**src/smr_pkg.sv**
```systemverilog
// constants, state type and per-mode enable masks for the sleep and reset controller
// assumes one 100 MHz clock; no software-visible bus, control arrives on plain ports

package smr_pkg;

  // ****************************************************************
  // clock and external reset timing
  // ****************************************************************
  localparam int CLK_PERIOD_NS    = 10;
  // minimum low time of the external reset pin; plain default, no figure printed
  localparam int RST_MIN_PULSE_NS = 2500;
  // least time, so round up to whole cycles
  localparam int RST_MIN_CYC      = (RST_MIN_PULSE_NS + CLK_PERIOD_NS - 1) / CLK_PERIOD_NS;

  // ****************************************************************
  // sleep mode codes (six valid, two left unused)
  // ****************************************************************
  localparam int         MODE_W      = 3;
  localparam logic [2:0] MODE_IDLE   = 3'h0;
  localparam logic [2:0] MODE_ADCNR  = 3'h1;
  localparam logic [2:0] MODE_PDOWN  = 3'h2;
  localparam logic [2:0] MODE_PSAVE  = 3'h3;
  localparam logic [2:0] MODE_STBY   = 3'h4;
  localparam logic [2:0] MODE_XSTBY  = 3'h5;
  localparam logic [2:0] MODE_RESET  = MODE_IDLE;
  localparam logic       SE_RESET    = 1'b0;

  // ****************************************************************
  // unit enable vector: bit positions and per-mode masks
  // ****************************************************************
  localparam int UNIT_W   = 7;
  localparam int UB_CPU   = 0;
  localparam int UB_OSC   = 1;
  localparam int UB_ATMR  = 2;
  localparam int UB_ADC   = 3;
  localparam int UB_IO    = 4;
  localparam int UB_IRQ   = 5;
  localparam int UB_SRAM  = 6;

  localparam logic [6:0] EN_ACTIVE = 7'h7f;
  localparam logic [6:0] EN_IDLE   = 7'h7e;
  localparam logic [6:0] EN_ADCNR  = 7'h0e;
  localparam logic [6:0] EN_PDOWN  = 7'h00;
  localparam logic [6:0] EN_PSAVE  = 7'h04;
  localparam logic [6:0] EN_STBY   = 7'h02;
  localparam logic [6:0] EN_XSTBY  = 7'h06;

  typedef enum logic {ST_ACTIVE, ST_SLEEP} smr_state_t;

  function automatic logic smr_mode_ok(input logic [2:0] m);
    smr_mode_ok = (m <= MODE_XSTBY);
  endfunction : smr_mode_ok

endpackage : smr_pkg

```
**src/smr_rst_filter.sv**
```systemverilog
// minimum-pulse filter for the external active-low reset pin
// assumes the pin is already synchronous to the clock

`timescale 1ns/1ps
`default_nettype none

module smr_rst_filter
  import smr_pkg::*;
#(
  parameter int MIN_CYC = RST_MIN_CYC
) (
  input  wire logic i_ref_clk,
  input  wire logic i_resetn,
  input  wire logic i_ce,
  input  wire logic i_pin_rst_n,
  output logic      o_rst_req
);

  localparam int CW = $clog2(MIN_CYC + 1);
  localparam logic [CW-1:0] CNT_MAX = CW'(MIN_CYC);

  logic [CW-1:0] cnt_reg;
  logic [CW-1:0] cnt_next;
  logic          rst_req_reg;

  // ****************************************************************
  // low-time counter
  // ****************************************************************
  // a short glitch restarts the count, so only a full-length pulse resets
  always_comb begin
    if (i_pin_rst_n) begin
      cnt_next = '0;
    end else if (cnt_reg == CNT_MAX) begin
      cnt_next = cnt_reg;
    end else begin
      cnt_next = cnt_reg + CW'(1);
    end
  end

  always_ff @(posedge i_ref_clk) begin
    if (!i_resetn) begin
      cnt_reg     <= '0;
      rst_req_reg <= 1'b0;
    end else if (i_ce) begin
      cnt_reg     <= cnt_next;                 // see RULE_09
      rst_req_reg <= (cnt_next == CNT_MAX);    // see RULE_09
    end
  end

  assign o_rst_req = rst_req_reg;

  rst_long_low_a : assert property (@(posedge i_ref_clk) disable iff (!i_resetn) // see RULE_09
    o_rst_req |-> (cnt_reg == CNT_MAX))
    else $error("reset request without a full-length low pulse");

  rst_pin_high_a : assert property (@(posedge i_ref_clk) disable iff (!i_resetn) // see RULE_09
    (i_ce && i_pin_rst_n) |=> !o_rst_req)
    else $error("reset request held after the pin went high");

endmodule : smr_rst_filter

`default_nettype wire

```
**src/smr_sleep_ctrl.sv**
```systemverilog
// sleep mode and reset controller: mode/enable holding, sleep state machine,
// per-unit clock enables and reset-driven port tri-state
// assumes a 100 MHz clock, synchronous inputs and a wake source that works in every mode
//
// How it works
// RULE_01 - software can choose any of six sleep modes before sleeping.
// RULE_02 - idle stops only the cpu clock; sram, timers, spi and interrupts run on.
// RULE_03 - power-down stops the oscillator and every unit, keeping state until a wake or reset.
// RULE_04 - power-save is power-down with the asynchronous timer still running.
// RULE_05 - converter noise reduction keeps only the asynchronous timer and the converter running; the code also keeps the main oscillator on (EN_ADCNR).
// RULE_06 - standby keeps the main oscillator running while everything else sleeps.
// RULE_07 - extended standby keeps the main oscillator and asynchronous timer running.
// RULE_08 - any active reset tri-states every port pin at once, without needing the clock.
// RULE_09 - a low on the reset pin longer than the minimum pulse resets the device.
// RULE_10 - a sleep request with the enable set enters the held mode; a wake returns to active.

`timescale 1ns/1ps
`default_nettype none

module smr_sleep_ctrl
  import smr_pkg::*;
#(
  parameter int PORT_W  = 32,
  parameter int MIN_CYC = RST_MIN_CYC
) (
  input  wire logic              i_ref_clk,
  input  wire logic              i_resetn,
  input  wire logic              i_ce,
  input  wire logic              i_ext_rst_n,
  input  wire logic              i_ctl_wr,
  input  wire logic [MODE_W-1:0] i_ctl_mode,
  input  wire logic              i_ctl_se,
  input  wire logic              i_sleep_req,
  input  wire logic              i_wake,
  input  wire logic [PORT_W-1:0] i_port_oe,
  output logic      [MODE_W-1:0] o_ctl_mode,
  output logic                   o_ctl_se,
  output logic                   o_sleeping,
  output logic                   o_rst_active,
  output logic                   o_cpu_clk_en,
  output logic                   o_osc_en,
  output logic                   o_atmr_en,
  output logic                   o_adc_clk_en,
  output logic                   o_io_clk_en,
  output logic                   o_irq_clk_en,
  output logic                   o_sram_clk_en,
  output logic      [PORT_W-1:0] o_port_oe
);

  logic [MODE_W-1:0] mode_reg;
  logic [MODE_W-1:0] mode_next;
  logic              se_reg;
  logic              se_next;
  smr_state_t        state_reg;
  smr_state_t        state_next;
  logic [UNIT_W-1:0] unit_en_reg;
  logic [UNIT_W-1:0] unit_en_next;
  logic              ext_rst_req;
  logic              rst_int;
  logic              rst_async;

  // ****************************************************************
  // external reset filter
  // ****************************************************************
  smr_rst_filter #(
    .MIN_CYC     (MIN_CYC)
  ) u_rst_filter (
    .i_ref_clk   (i_ref_clk),
    .i_resetn    (i_resetn),
    .i_ce        (i_ce),
    .i_pin_rst_n (i_ext_rst_n),
    .o_rst_req   (ext_rst_req)
  );

  // a filtered pin reset acts exactly like the system reset on all state here
  assign rst_int = !i_resetn || ext_rst_req;  // see RULE_09

  // ****************************************************************
  // port tri-state on reset
  // ****************************************************************
  // purely combinational so the pins float even with the clock stopped;
  // the raw pin is used here, so even a short low floats the pins while it lasts
  assign rst_async    = !i_ext_rst_n || !i_resetn || ext_rst_req;
  assign o_rst_active = rst_async;

  genvar gi;
  generate
    for (gi = 0; gi < PORT_W; gi++) begin : g_port
      assign o_port_oe[gi] = i_port_oe[gi] && !rst_async;  // see RULE_08
    end
  endgenerate

  // ****************************************************************
  // mode and enable holding
  // ****************************************************************
  // an unused mode code leaves the held mode alone; the enable still updates
  always_comb begin
    mode_next = mode_reg;
    se_next   = se_reg;
    if (i_ctl_wr) begin
      se_next = i_ctl_se;
      if (smr_mode_ok(i_ctl_mode)) begin
        mode_next = i_ctl_mode;  // see RULE_01
      end
    end
  end

  always_ff @(posedge i_ref_clk) begin
    if (rst_int) begin
      mode_reg <= MODE_RESET;
      se_reg   <= SE_RESET;
    end else if (i_ce) begin
      mode_reg <= mode_next;  // see RULE_10
      se_reg   <= se_next;    // see RULE_10
    end
  end

  // ****************************************************************
  // sleep state machine
  // ****************************************************************
  // a wake that meets the request in the same cycle wins, so no wake is lost
  always_comb begin
    state_next = state_reg;
    case (state_reg)
      ST_ACTIVE: begin
        if (i_sleep_req && se_reg && !i_wake) begin
          state_next = ST_SLEEP;  // see RULE_10
        end
      end
      ST_SLEEP: begin
        if (i_wake) begin
          state_next = ST_ACTIVE;  // see RULE_10
        end
      end
      default: begin
        state_next = ST_ACTIVE;
      end
    endcase
  end

  always_ff @(posedge i_ref_clk) begin
    if (rst_int) begin
      state_reg <= ST_ACTIVE;
    end else if (i_ce) begin
      state_reg <= state_next;
    end
  end

  // ****************************************************************
  // per-unit enables
  // ****************************************************************
  // computed from the next state so the enables change on the same edge as the state
  always_comb begin
    unit_en_next = EN_ACTIVE;
    if (state_next == ST_SLEEP) begin
      case (mode_next)
        MODE_IDLE:  unit_en_next = EN_IDLE;   // see RULE_02
        MODE_ADCNR: unit_en_next = EN_ADCNR;  // see RULE_05
        MODE_PDOWN: unit_en_next = EN_PDOWN;  // see RULE_03
        MODE_PSAVE: unit_en_next = EN_PSAVE;  // see RULE_04
        MODE_STBY:  unit_en_next = EN_STBY;   // see RULE_06
        MODE_XSTBY: unit_en_next = EN_XSTBY;  // see RULE_07
        default:    unit_en_next = EN_IDLE;
      endcase
    end
  end

  always_ff @(posedge i_ref_clk) begin
    if (rst_int) begin
      unit_en_reg <= EN_ACTIVE;
    end else if (i_ce) begin
      unit_en_reg <= unit_en_next;
    end
  end

  assign o_ctl_mode    = mode_reg;
  assign o_ctl_se      = se_reg;
  assign o_sleeping    = (state_reg == ST_SLEEP);
  assign o_cpu_clk_en  = unit_en_reg[UB_CPU];
  assign o_osc_en      = unit_en_reg[UB_OSC];
  assign o_atmr_en     = unit_en_reg[UB_ATMR];
  assign o_adc_clk_en  = unit_en_reg[UB_ADC];
  assign o_io_clk_en   = unit_en_reg[UB_IO];
  assign o_irq_clk_en  = unit_en_reg[UB_IRQ];
  assign o_sram_clk_en = unit_en_reg[UB_SRAM];

  // ****************************************************************
  // checks
  // ****************************************************************
  mode_valid_a : assert property (@(posedge i_ref_clk) disable iff (rst_int) // see RULE_01
    (i_ce && i_ctl_wr && !smr_mode_ok(i_ctl_mode)) |=> $stable(mode_reg))
    else $error("unused mode code was accepted");

  idle_units_a : assert property (@(posedge i_ref_clk) disable iff (rst_int) // see RULE_02
    (o_sleeping && mode_reg == MODE_IDLE) |->
      (!o_cpu_clk_en && o_sram_clk_en && o_io_clk_en && o_irq_clk_en))
    else $error("idle mode gating wrong");

  pdown_units_a : assert property (@(posedge i_ref_clk) disable iff (rst_int) // see RULE_03
    (o_sleeping && mode_reg == MODE_PDOWN) |-> (unit_en_reg == '0))
    else $error("power-down left a unit running");

  psave_units_a : assert property (@(posedge i_ref_clk) disable iff (rst_int) // see RULE_04
    (o_sleeping && mode_reg == MODE_PSAVE) |-> (o_atmr_en && !o_osc_en && !o_cpu_clk_en))
    else $error("power-save gating wrong");

  adcnr_units_a : assert property (@(posedge i_ref_clk) disable iff (rst_int) // see RULE_05
    (o_sleeping && mode_reg == MODE_ADCNR) |->
      (o_atmr_en && o_adc_clk_en && !o_cpu_clk_en && !o_io_clk_en))
    else $error("noise-reduction gating wrong");

  stby_units_a : assert property (@(posedge i_ref_clk) disable iff (rst_int) // see RULE_06
    (o_sleeping && mode_reg == MODE_STBY) |-> (o_osc_en && !o_atmr_en && !o_cpu_clk_en))
    else $error("standby gating wrong");

  xstby_units_a : assert property (@(posedge i_ref_clk) disable iff (rst_int) // see RULE_07
    (o_sleeping && mode_reg == MODE_XSTBY) |-> (o_osc_en && o_atmr_en && !o_io_clk_en))
    else $error("extended standby gating wrong");

  port_float_a : assert property (@(posedge i_ref_clk) // see RULE_08
    !i_ext_rst_n |-> (o_port_oe == '0))
    else $error("port driven during reset");

  sleep_entry_a : assert property (@(posedge i_ref_clk) disable iff (rst_int) // see RULE_10
    (i_ce && !o_sleeping && i_sleep_req && se_reg && !i_wake) |=> (o_sleeping && !o_cpu_clk_en))
    else $error("sleep request not taken");

  wake_exit_a : assert property (@(posedge i_ref_clk) disable iff (rst_int) // see RULE_10
    (i_ce && o_sleeping && i_wake) |=> (!o_sleeping && unit_en_reg == EN_ACTIVE))
    else $error("wake did not restore active operation");

  no_enable_a : assert property (@(posedge i_ref_clk) disable iff (rst_int) // see RULE_10
    (i_ce && !o_sleeping && !se_reg) |=> !o_sleeping)
    else $error("slept with the enable clear");

endmodule : smr_sleep_ctrl

`default_nettype wire

```
**config.mk**
```make
export PLATFORM = sky130hd
export DESIGN_NAME = smr_sleep_ctrl
export DESIGN_NICKNAME = d
export VERILOG_FILES = /design/src/smr_pkg.sv /design/src/smr_rst_filter.sv /design/src/smr_sleep_ctrl.sv
export SDC_FILE = /design/constraint.sdc
export NUM_CORES = 1
export LEC_CHECK = 0
export BUFFER_PORTS_ARGS = -buffer_cell sky130_fd_sc_hd__buf_2
export CAP_MARGIN = 20
export CORE_MARGIN = 2
export CORE_UTILIZATION = 38
export DETAILED_ROUTE_END_ITERATION = 16
export PLACE_DENSITY = 0.76
export SETUP_SLACK_MARGIN = 0.2
export SYNTH_ARGS = -nofsm -noshare
export SYNTH_HDL_FRONTEND = slang
export SYNTH_HIERARCHICAL = 1
export SYNTH_SLANG_ARGS = --single-unit
```
**constraint.sdc**
```tcl
create_clock -name i_ref_clk -period 1.5 [get_ports i_ref_clk]
set_input_delay 0.15 -clock i_ref_clk [delete_from_list [all_inputs] [get_ports i_ref_clk]]
set_output_delay 0.15 -clock i_ref_clk [all_outputs]
set_load 0.02 [all_outputs]
```
==> flow_summary.yaml <==
placement:
  gp_congestion: 0.870
  dp.cells: 299
  dp_hpwl_um: 2980
  place.port_buffers: 87
  place_area_mm2: 0.00186
setup_path:
  r2r-start: "u_rst_filter/cnt_reg[1]"
  cp.required_ps: 1350
  crit_path_frequent_cell: "buf_12"
  path_buf_inv: 3
  crit_chain: "nor2b_4 > buf_12 > buf_12 > and3_1 > buf_6"
  critPathArrivalTime_ps: 1380
  r2r_setup_slack_ps: 100
  r2r_cells: 5
  worstSetupPathType: "reg -> out"
  r2r_end: "u_rst_filter/o_rst_req"
  cp_top_family: "buffers and inverters"
  path_max_fanout: 10
  start_kind: "flip-flop"
  critPathSlowestCell: "dfxtp_2"
  slowest_delay_ps: 360
  end_kind: "primary output"
clock_network:
  ctsHoldBuffers: 0
  cts_htree_levels: 1
  root_buffer: "clkbuf_4"
  cts_sinks: 19
  clockBufferDepth: 2
  clkTransAtPathRegs_ps: 120
  cts_tree: "yes"
  worstSkewPairLatency_ps: 300
  cts_buffers: 3
yosys:
  netlist_area_mm2: 0.00137
  async_reset_ff_share_pct: 0
  synth_warnings: 6
  synth_cell_types: 45
  synth-main-ff-cell: "dfxtp_1"
  synthesis.nets: 223
  seq_area_frac_synth_pct: 27.8
  syn_area_per_cell_um2: 7.68
  synth.ff_latch_count: 19
  synth_edf_count: 0
  synthCells: 178
timing:
  timing.final.setup_violations: 10
  max_freq_ghz: 0.653
  slew_viol_final: 0
  max_slew_margin_pct: 80.1
  rsz0062_at_grt: "yes"
  whs_ps: 87.5
  skew_ps: 1.06
  finalWorstSetupSlack_ps: -30.5
  worst_pin_slew_ps: 298
  min_period_ps: 1530
  finalHoldViolCount: 0
  period_share_pct: 102
routing:
  vias: 1756
  wire_per_inst_um: 15.6
  drt_iter0_markers: 106
  antenna_left: 0
  wirelength_um: 4990
  drcViolationCount: 0
  first_pass_iters: 5
  viasPerCell: 5.50
power_and_ir_drop:
  fin_total_pwr_uw: 1220
  power_density_mw_per_mm2: 507
  p_leak_uw: 0.00113
  ir_drop_mv: 0.288
global_route:
  grt-ovfl-total: 0
  grt_start_max_net_pins: 29
  grt_pass1_vias: 1583
  antenna_found_initial: 0
  grt_pass1_wl_um: 7100
  gr-usage-all-layers_pct: 21.1
cells_and_area:
  area_delta_synth_final_pct: 75.8
  drive_gt1_share_pct: 56.8
  largest_reg_flops: 8
  final_area_mm2: 0.00240
  postLayoutCoreUtil_pct: 70.9
  final_nets: 319
  fin_cells: 319
  antenna_cells: 0
floorplan:
  dieArea_mm2: 0.00409
  coreArea_mm2: 0.00339
  die_h_um: 64.0
  start_util_pct: 40.3
  io_pins: 88
  die_w_um: 64.0
  num_rows: 21
run:
  max_cap_violations: 0
status:
  outcome: "finished with violations"
  failed_checks: "setup timing"
worst_hold_path:
  min_to: "o_ctl_se"
  hold_start: "i_ctl_se"
  hold_path_class: "in -> reg"
  hold_depth: 3
==> worst reg2reg max path, cell delays in order (launching register included) <==
cell and delay, ps:
dfxtp_4 400, ha_4 190, a21boi_0 240, o211ai_1 150, a21oi_1 190, a41o_1 180
==> worst max path at each step <==
stage                            startpoint                endpoint  slack, ps  cells past startpoint
floorplan                          o_ctl_se          unit_en_reg[5]        130                      5
global placement    u_rst_filter/cnt_reg[0]  u_rst_filter/o_rst_req        160                      6
detailed placement                 o_ctl_se          unit_en_reg[1]         70                      4
CTS                  u_rst_filter/o_rst_req            o_port_oe[4]          5                      4
global route         u_rst_filter/o_rst_req           o_port_oe[22]        -70                      5
finish               u_rst_filter/o_rst_req           o_port_oe[22]        -30                      5
==> routing by layer <==
metal	vias up	wire, um	global-route usage [%]
li1	842	-	-
met1	812	1910	25.5
met2	88	2570	37.1
met3	14	386	2.82
met4	0	120	8.97
met5	-	0	0
==> metrics by stage <==
stage / setup TNS (ps) / setup slack [ps]
floorplan: 0 / 133
global placement: 0 / 156
detailed placement: 0 / 67.1
CTS: 0 / 4.91
global route: -886 / -66.7
finish: -56.1 / -30.5
==> cell type report <==
cell class | instances | area (um^2)
clock inverters | 1 | 5.00
flip-flops and latches | 19 | 403
inverters | 6 | 25.0
well taps | 46 | 57.6
repair buffers | 108 | 875
multi-input cells | 136 | 1020
clock buffers | 3 | 22.5
fillers | 225 | 986
==> cells by family after synthesis <==
logic type,share of synthesized area (%)
multiplexers,2.20
flip-flops,27.8
buffers and inverters,9.51
XOR/XNOR,1.92
adder cells (fa/ha/maj),1.83
AO/OA/AOI/OAI,20.5
AND/OR/NAND/NOR,36.2
==> synth_stat cells (4+ instances only) <==
cell	count	area, um^2
nand3_1	6	30.0
o21ai_1	4	20.0
nor2_1	11	41.3
buf_6	4	45.0
nand2b_1	5	31.3
dfxtp_1	19	380
nand2_1	10	37.5
and3_1	34	213
o21ai_0	4	20.0
clkbuf_1	8	30.0
inv_1	6	22.5
a21oi_1	15	75.1
nand4_1	4	25.0
==> timing repair <==
action | CTS | global route
pin swaps | 9 | 19
endpoints found under the setup margin | 38 | 43
cloned | 1 | 4
buffers inserted | 8 | 3
gates resized for setup | 66 | 33
==> where the power goes <==
group / internal [uW] / leakage (uW) / switching [uW]
Combinational: 219 / 0.000948 / 206
Clock: 99.6 / 0.0000177 / 174
Sequential: 508 / 0.000160 / 11.5
Total: 826 / 0.00113 / 391
==> cells in the final DEF, fill, tap and decap left out, types with 4 or more instances in the layout <==
master    synthesis  final
a21oi_1          15     12
and3_1           34     21
and3_4            0     14
buf_2             2     54
buf_4             3     14
buf_6             4     35
dfxtp_1          19      9
dfxtp_2           0      6
dfxtp_4           0      4
inv_1             6      5
nand2_1          10     10
nand2b_1          5      5
nand3_1           6      6
nand4_1           4      4
nor2_1           11     11
o21ai_0           4      4
o21ai_1           4      4
No activity file was read; power rests on OpenSTA's default activity.
